--- src/verilog/tspe_cfg.svh ---
// Constants of the trace source packet encoder.
`ifndef TSPE_CFG_SVH
`define TSPE_CFG_SVH
`define TSPE_ADR_W      11
`define TSPE_ADR_SEL    10
`define TSPE_ADR_STATUS 11'h400
`define TSPE_ADR_CTRL   11'h404
`define TSPE_PORT_LSB   2
`define TSPE_PAGE_LSB   7
`define TSPE_SS_1B      2'h1
`define TSPE_SS_2B      2'h2
`define TSPE_SS_4B      2'h3
`define TSPE_SS_NONE    2'h0
`define TSPE_SRC_SW     1'h0
`define TSPE_SRC_HW     1'h1
`define TSPE_EXT_MARK   1'h1
`define TSPE_EXT_LOW    2'h0
`define TSPE_EXT_CONT   1'h0
`define TSPE_DISC_EVT   5'h00
`define TSPE_PAGE_RST   3'h0
`define TSPE_EVT_RSV    2'h0
`define TSPE_EVT_NONE   6'h00
`define TSPE_EN_RST     1'h0
`define TSPE_LEN_1      3'h1
`define TSPE_LEN_2      3'h2
`define TSPE_LEN_3      3'h3
`define TSPE_LEN_5      3'h5
`define TSPE_SEL_B0     4'h1
`define TSPE_SEL_B1     4'h2
`define TSPE_SEL_B2     4'h4
`define TSPE_SEL_B3     4'h8
`define TSPE_SEL_H0     4'h3
`define TSPE_SEL_H1     4'hC
`define TSPE_BYTE_W     8
`endif

--- src/verilog/tspe_pkg.sv ---
// Types shared by the trace source packet encoder.
package tspe_pkg;
	typedef struct packed {
		logic        cyc;
		logic        stb;
		logic        we;
		logic [10:0] adr;
		logic [3:0]  sel;
		logic [31:0] dat;
	} tspe_wb_req_t;
	typedef struct packed {
		logic        ack;
		logic [31:0] dat;
	} tspe_wb_rsp_t;
	typedef struct packed {
		logic        valid;
		logic [4:0]  disc;
		logic [1:0]  size;
		logic [31:0] data;
	} tspe_hw_pkt_t;
	typedef struct packed {
		logic       valid;
		logic [7:0] data;
	} tspe_byte_t;
	typedef struct packed {
		logic [1:0]  ss;
		logic [31:0] data;
	} tspe_stim_t;
	typedef enum logic [1:0] {
		TSPE_IDLE = 2'h1,
		TSPE_SEND = 2'h2
	} tspe_state_t;
endpackage : tspe_pkg

--- src/verilog/tspe_top.sv ---
// Trace source packet encoder: stimulus, hardware and event packets.
// Functional notes
// - Page extension packet has source bit zero and a page of 0 to 7.
// - Issuing a page extension stores the page for later stimulus writes.
// - Emitting a synchronization packet clears the page register to zero.
// - Source packets: header with size bits never 00, then 1, 2 or 4 bytes.
// - Header bit 2 is 0 for software, 1 for hardware; top bits address.
// - Size 01 is one byte, 10 two bytes, 11 four bytes of payload.
// - Each stimulus write with trace enabled yields one packet of the written value and width.
// - Halfword writes use size 10; payload goes low byte first.
// - Software header address field holds the port number within the page.
// - Port number is page times 32 plus address; extension goes first.
// - Hardware packets come from the profiling unit and are prioritized.
// - Discriminators: 0 event wrap, 1 exception, 2 PC, 8 to 23 data.
// - Extension packets never qualify hardware source packets.
// - A counter wrapping to zero raises an event counter packet.
// - Event packet has one payload byte with one flag per counter.
// - A wrap already flagged in the pending packet needs a second packet.
// - Hardware packet arriving while the buffer is full is dropped, overflow.
// - Event header: discriminator 0, bit 2 set, size 01.
// - Flags: bit 5 cycle tap down to bit 0 extra cycle; bits 7:6 zero.
// - Extension header has bit 3 set, bits 1:0 zero, bit 7 continuation.
`timescale 1ns/100ps
`include "tspe_cfg.svh"

module tspe_top (
	input  wire logic                   clock_in,
	input  wire logic                   rst_in,
	input  wire tspe_pkg::tspe_wb_req_t wb_in,
	output tspe_pkg::tspe_wb_rsp_t      wb_out,
	input  wire tspe_pkg::tspe_hw_pkt_t hw_in,
	input  wire logic [5:0]             wrap_in,
	input  wire logic                   sync_emit_in,
	input  wire logic                   byte_ready_in,
	output tspe_pkg::tspe_byte_t        byte_out,
	output logic                        overflow_out
);

	// ----------------------------------------------------------------
	// Helper functions
	// ----------------------------------------------------------------

	// Byte lanes give the access width; the value is moved to bit 0.
	// Odd lane patterns are sent as a word so no data is lost.
	function automatic tspe_pkg::tspe_stim_t stim_decode(
		input logic [3:0]  sel,
		input logic [31:0] dat
	);
		tspe_pkg::tspe_stim_t r;
		r.ss = `TSPE_SS_4B;
		r.data = dat;
		unique case (sel)
			`TSPE_SEL_B0: r = '{`TSPE_SS_1B, {24'h000000, dat[7:0]}};
			`TSPE_SEL_B1: r = '{`TSPE_SS_1B, {24'h000000, dat[15:8]}};
			`TSPE_SEL_B2: r = '{`TSPE_SS_1B, {24'h000000, dat[23:16]}};
			`TSPE_SEL_B3: r = '{`TSPE_SS_1B, {24'h000000, dat[31:24]}};
			`TSPE_SEL_H0: r = '{`TSPE_SS_2B, {16'h0000, dat[15:0]}};
			`TSPE_SEL_H1: r = '{`TSPE_SS_2B, {16'h0000, dat[31:16]}};
			default: r = '{`TSPE_SS_4B, dat};
		endcase
		return r;
	endfunction : stim_decode

	// Whole packet length in bytes for a size field.
	function automatic logic [2:0] pkt_len(input logic [1:0] ss);
		logic [2:0] n;
		n = `TSPE_LEN_5;
		if (ss == `TSPE_SS_1B) begin
			n = `TSPE_LEN_2;
		end else if (ss == `TSPE_SS_2B) begin
			n = `TSPE_LEN_3;
		end
		return n;
	endfunction : pkt_len

	// ----------------------------------------------------------------
	// State
	// ----------------------------------------------------------------

	tspe_pkg::tspe_state_t state;
	tspe_pkg::tspe_stim_t  stim;
	tspe_pkg::tspe_hw_pkt_t hw_hold;
	logic        ack;
	logic [31:0] rd_dat;
	logic        trace_en;
	logic        stim_full;
	logic [2:0]  stim_page;
	logic [4:0]  stim_addr;
	logic [2:0]  page_reg;
	logic [5:0]  evt_pend;
	logic [5:0]  evt_next;
	logic [39:0] shreg;
	logic [2:0]  left;
	logic        at_hdr;
	logic        take_hw;
	logic        take_evt;
	logic        take_ext;
	logic        take_sw;
	logic [5:0]  next_pend;
	logic [5:0]  next_next;
	logic [5:0]  evt_lost;
	logic        hw_drop;

	// ----------------------------------------------------------------
	// Wishbone slave
	// ----------------------------------------------------------------

	wire bus_req = wb_in.cyc & wb_in.stb;
	wire is_stim = ~wb_in.adr[`TSPE_ADR_SEL];
	wire stim_wr = bus_req & wb_in.we & is_stim;
	wire wr_fire = bus_req & wb_in.we & ack;
	wire busy    = stim_wr & stim_full & trace_en;

	// A full stimulus slot stalls the bus instead of losing the write.
	always_ff @(posedge clock_in) begin
		if (rst_in) begin
			ack <= 1'b0;
		end else begin
			ack <= bus_req & ~ack & ~busy;
		end
	end

	// Read data is captured as the answer is raised.
	always_ff @(posedge clock_in) begin
		if (rst_in) begin
			rd_dat <= 32'h00000000;
		end else if (is_stim) begin
			rd_dat <= {31'h00000000, ~stim_full};
		end else if (wb_in.adr == `TSPE_ADR_STATUS) begin
			rd_dat <= {24'h000000, evt_pend != `TSPE_EVT_NONE,
				hw_hold.valid, stim_full, state == tspe_pkg::TSPE_SEND,
				1'b0, page_reg};
		end else if (wb_in.adr == `TSPE_ADR_CTRL) begin
			rd_dat <= {31'h00000000, trace_en};
		end else begin
			rd_dat <= 32'h00000000;
		end
	end

	assign wb_out = '{ack, rd_dat};

	// Trace enable: writes to stimulus ports are dropped while it is off.
	always_ff @(posedge clock_in) begin
		if (rst_in) begin
			trace_en <= `TSPE_EN_RST;
		end else if (wr_fire & (wb_in.adr == `TSPE_ADR_CTRL)
			& wb_in.sel[0]) begin
			trace_en <= wb_in.dat[0];
		end
	end

	// ----------------------------------------------------------------
	// Stimulus slot
	// ----------------------------------------------------------------

	// One write with trace enabled becomes one packet of the written width.
	always_ff @(posedge clock_in) begin
		if (rst_in) begin
			stim_full <= 1'b0;
			stim <= '{`TSPE_SS_1B, 32'h00000000};
			stim_page <= `TSPE_PAGE_RST;
			stim_addr <= 5'h00;
		end else if (wr_fire & is_stim & trace_en) begin
			stim_full <= 1'b1;
			stim <= stim_decode(wb_in.sel, wb_in.dat);
			stim_page <= wb_in.adr[`TSPE_PAGE_LSB +: 3];
			stim_addr <= wb_in.adr[`TSPE_PORT_LSB +: 5];
		end else if (take_sw) begin
			stim_full <= 1'b0;
		end
	end

	// Page register; a sync clears it, so the decoder's page zero holds.
	always_ff @(posedge clock_in) begin
		if (rst_in) begin
			page_reg <= `TSPE_PAGE_RST;
		end else if (sync_emit_in) begin
			page_reg <= `TSPE_PAGE_RST;
		end else if (take_ext) begin
			page_reg <= stim_page;
		end
	end

	// ----------------------------------------------------------------
	// Hardware source slot
	// ----------------------------------------------------------------

	// A packet with no payload size would break the framing; ignore it.
	wire hw_ok = hw_in.valid & (hw_in.size != `TSPE_SS_NONE);
	assign hw_drop = hw_ok & hw_hold.valid & ~take_hw;

	always_ff @(posedge clock_in) begin
		if (rst_in) begin
			hw_hold <= '0;
		end else if (hw_ok & ~hw_drop) begin
			hw_hold <= hw_in;
		end else if (take_hw) begin
			hw_hold.valid <= 1'b0;
		end
	end

	// ----------------------------------------------------------------
	// Event counter packets
	// ----------------------------------------------------------------

	// New wraps merge into the pending flags; a flag already pending is
	// queued for a second packet. A third repeat has nowhere to go.
	always_comb begin
		next_pend = take_evt ? evt_next : evt_pend;
		next_next = take_evt ? `TSPE_EVT_NONE : evt_next;
		evt_lost  = next_next & next_pend & wrap_in;
		next_next = next_next | (next_pend & wrap_in);
		next_pend = next_pend | wrap_in;
	end

	always_ff @(posedge clock_in) begin
		if (rst_in) begin
			evt_pend <= `TSPE_EVT_NONE;
			evt_next <= `TSPE_EVT_NONE;
		end else begin
			evt_pend <= next_pend;
			evt_next <= next_next;
		end
	end

	// Lost hardware traffic is reported for the overflow packet.
	always_ff @(posedge clock_in) begin
		if (rst_in) begin
			overflow_out <= 1'b0;
		end else begin
			overflow_out <= hw_drop | (evt_lost != `TSPE_EVT_NONE);
		end
	end

	// ----------------------------------------------------------------
	// Arbiter
	// ----------------------------------------------------------------

	// Hardware first, then events, then software; the stimulus slot can
	// stall the bus, hardware sources cannot wait.
	wire idle = state == tspe_pkg::TSPE_IDLE;
	assign take_hw  = idle & hw_hold.valid;
	assign take_evt = idle & ~hw_hold.valid & (evt_pend != `TSPE_EVT_NONE);
	wire sw_turn = idle & ~hw_hold.valid & (evt_pend == `TSPE_EVT_NONE)
		& stim_full;
	assign take_ext = sw_turn & (stim_page != page_reg);
	assign take_sw  = sw_turn & (stim_page == page_reg);

	// ----------------------------------------------------------------
	// Serializer
	// ----------------------------------------------------------------

	// A packet is loaded whole and shifted out; no new load until the
	// last byte leaves, so packets never interleave.
	always_ff @(posedge clock_in) begin
		if (rst_in) begin
			state <= tspe_pkg::TSPE_IDLE;
			shreg <= 40'h0000000000;
			left <= `TSPE_LEN_1;
			at_hdr <= 1'b0;
		end else begin
			unique case (state)
				tspe_pkg::TSPE_IDLE: begin
					at_hdr <= 1'b1;
					if (take_hw) begin
						state <= tspe_pkg::TSPE_SEND;
						shreg <= {hw_hold.data, hw_hold.disc,
							`TSPE_SRC_HW, hw_hold.size};
						left <= pkt_len(hw_hold.size);
					end else if (take_evt) begin
						state <= tspe_pkg::TSPE_SEND;
						shreg <= {24'h000000, `TSPE_EVT_RSV, evt_pend,
							`TSPE_DISC_EVT, `TSPE_SRC_HW,
							`TSPE_SS_1B};
						left <= `TSPE_LEN_2;
					end else if (take_ext) begin
						state <= tspe_pkg::TSPE_SEND;
						shreg <= {32'h00000000, `TSPE_EXT_CONT, stim_page,
							`TSPE_EXT_MARK, `TSPE_SRC_SW,
							`TSPE_EXT_LOW};
						left <= `TSPE_LEN_1;
					end else if (take_sw) begin
						state <= tspe_pkg::TSPE_SEND;
						shreg <= {stim.data, stim_addr, `TSPE_SRC_SW,
							stim.ss};
						left <= pkt_len(stim.ss);
					end
				end
				tspe_pkg::TSPE_SEND: begin
					if (byte_ready_in) begin
						at_hdr <= 1'b0;
						shreg <= shreg >> `TSPE_BYTE_W;
						left <= left - `TSPE_LEN_1;
						if (left == `TSPE_LEN_1) begin
							state <= tspe_pkg::TSPE_IDLE;
						end
					end
				end
				default: begin
					state <= tspe_pkg::TSPE_IDLE;
				end
			endcase
		end
	end

	assign byte_out = '{state == tspe_pkg::TSPE_SEND, shreg[7:0]};

	// ----------------------------------------------------------------
	// Checks
	// ----------------------------------------------------------------

	wire hdr_out = byte_out.valid & at_hdr;
	wire is_ext  = shreg[3] & (shreg[1:0] == `TSPE_EXT_LOW);

	a_size_nonzero: assert property (@(posedge clock_in) disable iff (rst_in)
		hdr_out & ~is_ext |-> shreg[1:0] != `TSPE_SS_NONE)
		else $error("source header with zero size");

	a_ext_format: assert property (@(posedge clock_in) disable iff (rst_in)
		hdr_out & is_ext |-> shreg[2] == `TSPE_SRC_SW
		&& shreg[7] == `TSPE_EXT_CONT && left == `TSPE_LEN_1)
		else $error("bad extension header");

	a_sync_page: assert property (@(posedge clock_in) disable iff (rst_in)
		sync_emit_in |=> page_reg == `TSPE_PAGE_RST)
		else $error("page not cleared by sync");

	a_page_store: assert property (@(posedge clock_in) disable iff (rst_in)
		take_ext & ~sync_emit_in |=> page_reg == $past(stim_page)
		&& shreg[6:4] == $past(stim_page))
		else $error("page register not loaded");

	a_len_match: assert property (@(posedge clock_in) disable iff (rst_in)
		hdr_out & ~is_ext |-> left == pkt_len(shreg[1:0]))
		else $error("packet length disagrees with size");

	a_half_order: assert property (@(posedge clock_in) disable iff (rst_in)
		take_sw & (stim.ss == `TSPE_SS_2B) |=> shreg[15:8]
		== $past(stim.data[7:0]) && shreg[23:16] == $past(stim.data[15:8]))
		else $error("halfword payload order wrong");

	a_hw_drop: assert property (@(posedge clock_in) disable iff (rst_in)
		hw_ok & hw_hold.valid & ~take_hw |=> overflow_out
		&& $stable(hw_hold))
		else $error("full slot did not drop hardware packet");

	a_evt_header: assert property (@(posedge clock_in) disable iff (rst_in)
		take_evt |=> shreg[7:0] == {`TSPE_DISC_EVT, `TSPE_SRC_HW,
		`TSPE_SS_1B} && shreg[15:14] == `TSPE_EVT_RSV)
		else $error("bad event counter header");

	a_evt_second: assert property (@(posedge clock_in) disable iff (rst_in)
		~take_evt & ((evt_pend & wrap_in) != `TSPE_EVT_NONE) |=>
		(evt_next & $past(evt_pend & wrap_in)) == $past(evt_pend & wrap_in))
		else $error("repeated wrap not queued");

	a_hold_bytes: assert property (@(posedge clock_in) disable iff (rst_in)
		byte_out.valid & ~byte_ready_in |=> byte_out.valid
		&& $stable(shreg) && $stable(left))
		else $error("packet bytes not held contiguously");

	c_ext_sent: cover property (@(posedge clock_in) disable iff (rst_in)
		take_ext ##[1:4] take_sw);
	c_half_write: cover property (@(posedge clock_in) disable iff (rst_in)
		take_sw & (stim.ss == `TSPE_SS_2B));
	c_evt_double: cover property (@(posedge clock_in) disable iff (rst_in)
		take_evt & (evt_next != `TSPE_EVT_NONE));
	c_overflow: cover property (@(posedge clock_in) disable iff (rst_in)
		overflow_out);

endmodule : tspe_top

--- config.mk ---
export PLATFORM = sky130hd
export DESIGN_NAME = tspe_top
export DESIGN_NICKNAME = d
export VERILOG_FILES = /design/src/verilog/tspe_pkg.sv /design/src/verilog/tspe_top.sv
export VERILOG_INCLUDE_DIRS = /design/src /design/src/verilog
export SDC_FILE = /design/constraint.sdc
export NUM_CORES = 1
export LEC_CHECK = 0
export BUFFER_PORTS_ARGS = -buffer_cell sky130_fd_sc_hd__clkbuf_2
export CAP_MARGIN = 15
export CORE_ASPECT_RATIO = 1.75
export CORE_MARGIN = 5
export CORE_UTILIZATION = 40
export CTS_CLUSTER_DIAMETER = 200
export DETAILED_ROUTE_END_ITERATION = 8
export PLACE_DENSITY_LB_ADDON = 0.15
export SYNTH_ARGS = -nofsm -noshare
export SYNTH_HDL_FRONTEND = slang
export SYNTH_SLANG_ARGS = --single-unit
--- constraint.sdc ---
create_clock -name clock_in -period 2.16 [get_ports clock_in]
set_input_delay 0.108 -clock clock_in [delete_from_list [all_inputs] [get_ports clock_in]]
set_output_delay 0.108 -clock clock_in [all_outputs]
set_load 0.01 [all_outputs]
==> results.cfg <==
[run]
cap_violations = 0

[worst_setup_path]
cp_slowest_cell = dfxtp_1
cp.required_ps = 2470
worst_r2r_path_depth = 6
crit_path_max_incr_delay_ps = 530
crit_buf_inv = 2
critPathTopFamily = flip-flops
crit_arrival_ps = 2280
cp_max_fo = 7
crit_path_cell_trace = inv_1, a31o_2, nor3_4, buf_4, mux2i_1, nor3_1
reg2reg_slack_ps = 180
reg2reg_from = stim_full
crit_cells = 6
worstSetupStartpoint = stim_full
rr_endpoint = page_reg[2]
start_kind = flip-flop
crit_path_end_kind = flip-flop
worstSetupPathType = flip-flop to flip-flop
crit_path_end = page_reg[2]

[layout]
antenna_cells = 0
final_nets = 1196
drive_gt1_frac = 0.2000
top_regs = hw_hold (40), shreg (40), stim (34)
syn_to_final_growth_pct = 30.76

[sta]
fin_ws_ps = 183.1
rsz0062_at_grt = false
setup_viol = 0
finClkSkew_ps = 9.097
period_share = 0.9152
maxSlewViolCount = 0
relSlewSlack = 0.5248
hold_ws_ps = 19.31
max_freq_mhz = 505.8
worst_pin_slew_ps = 712.0
hold_violations = 0
period_minus_slack_ps = 1977
tns_ps = 0

[synthesis]
synthTopCellsByArea = dfxtp_1, nand2_1, a21oi_1, buf_4, a22oi_1
synth_area_sq_mm = 0.007366
yosys_warnings = 0
synth_ff_type = dfxtp_1
ys_async_sr_fraction = 0
synthDistinctLibCells = 65
syn_inst = 905
yosys-top-cells-count = dfxtp_1, nand2_1, a21oi_1
ys_ff_latch = 153
synth_top_cell_by_area = dfxtp_1
avgSynthCellArea_sq_um = 8.139
synth.most_common_cell = dfxtp_1
netlist.area_leader.share = 0.4158
ys_seq_area_frac = 0.4158
synth_edf_count = 0

[hold_path]
holdCritPathClass = primary input to flip-flop

[place]
hpwl_mm = 19.11
place_ws_ps = 202.4
port_buffers = 117
gp_congestion = 0.9383

[grt]
grt_usage = 0.2412
antenna_found_initial = 0
grt_first_pass_wirelength_mm = 40.34
grt_max_degree = 69
grt_pass1_vias = 7370
overflow = 0

[power]
p_leak_nw = 3.794
power_density_mw_per_mm2 = 800.7
peakVddDrop_v = 0.0005093

[clock_network]
clk_path_buf_depth = 2
clkTransAtPathRegs_ps = 60
cts-buffers-inserted = 17
clock_latency_ps = 440
clock_sinks = 153
cts_tree = done
clockRootBuffer = clkbuf_16
htree_levels = 4

[die]
num_rows = 65
chipHeight_um = 189.5
core-area_sq_mm = 0.01805
io_pins = 143
start_util = 0.4080
die_w_um = 112.6
die_area_sq_mm = 0.02134

[drt]
dr.pass1.iters = 5
drt_iter0_markers = 552
drtAntennaViolNets = 0
viasPerCell = 5.589
drt-wirelength-per-cell_um = 19.39
totalWireLength_mm = 25.96
drc = 0
dr_total_vias = 7484

[status]
status = completed
[worst min path at each step]
stage	slack, ps	depth (start not counted)	end	start
2_1_floorplan	190	1	page_reg[0]	sync_emit_in
3_3_place_gp	320	2	page_reg[1]	sync_emit_in
3_5_place_dp	330	2	page_reg[1]	sync_emit_in
4_1_cts	2	3	stim[6]	wb_in[14]
5_1_grt	40	3	stim[5]	wb_in[5]
6_report	20	3	stim[6]	wb_in[14]
[cell type report]
type,count,area (sq um)
fill,1746,8423
multi-input combinational,642,3766
sequential,153,3063
timing repair buffer,248,1799
clock buffer,20,456.7
tap,234,292.8
clock inverter,12,141.4
inverter,30,112.6
[power breakdown]
part | leakage [nW] | switching (mW) | internal, mW
Sequential | 1.25 | 0.135 | 2.98
Combinational | 2.27 | 0.964 | 0.631
Clock | 0.281 | 1.23 | 1.78
[metal layers]
| metal | GRT usage | up-vias | wire length [um] |
|---|---|---|---|
| met5 | 0 | - | 0 |
| met4 | 0.1421 | 0 | 1489 |
| met3 | 0.04605 | 79 | 1152 |
| met2 | 0.4425 | 239 | 13890 |
| met1 | 0.2500 | 3576 | 9423 |
| li1 | - | 3590 | - |
[cell families after synthesis]
family                   count (synthesis)  share of synthesized area
XOR/XNOR                                 5                   0.005945
AND/OR/NAND/NOR                        295                     0.1887
adder cells (fa/ha/maj)                  4                   0.006795
flip-flops                             153                     0.4158
other                                    1                  0.0005091
multiplexers                            11                    0.01495
buffers and inverters                  134                    0.08799
AO/OA/AOI/OAI                          302                     0.2793
[per-stage QoR]
step / power (mW) / utilization / std cells / instance area [sq um]
floorplan: 4.040 / - / 929 / 7456
global placement: 4.646 / 0.4577 / 1231 / 8263
detailed placement: 4.642 / 0.4577 / 1231 / 8263
CTS: 7.764 / 0.5329 / 1339 / 9622
global route: 8.044 / 0.5335 / 1339 / 9632
finish: 7.712 / 0.5335 / 1339 / 9632
[cell usage in the layout (no fill, tap or decap), drive strengths merged, types with 4 or more instances in the layout]
| cell type | instances |
|---|---|
| a31o | 5 |
| o41ai | 6 |
| clkinvlp | 4 |
| clkbuf | 136 |
| o21ai | 33 |
| buf | 56 |
| nor4 | 8 |
| nor2 | 48 |
| nand3 | 20 |
| inv | 31 |
| nor3 | 18 |
| xnor2 | 4 |
| a22oi | 33 |
| mux2i | 11 |
| a221o | 9 |
| a221oi | 26 |
| dfxtp | 153 |
| nand2b | 9 |
| o211ai | 14 |
| a2111oi | 6 |
| a211oi | 10 |
| nor2b | 5 |
| a21o | 4 |
| a22o | 11 |
| ha | 4 |
| a31oi | 15 |
| nand2 | 149 |
| dlygate4sd3 | 76 |
| conb | 25 |
| clkinv | 5 |
| a21oi | 104 |
| and2 | 21 |
| and3 | 7 |
| o221ai | 10 |
[repair_timing]
action	CTS	global route
buffers inserted	0	0
resized for setup	0	2
endpoints found under the hold margin	83	0
hold buffers	76	0
setup endpoints to repair	0	3
[worst register-to-register path, stage by stage (launching register included)]
cell and delay, ps:
dfxtp_1 530, inv_1 200, a31o_2 350, nor3_4 300
buf_4 220, mux2i_1 190, nor3_1 60
Note: power is estimated with default switching activity, not from simulation.
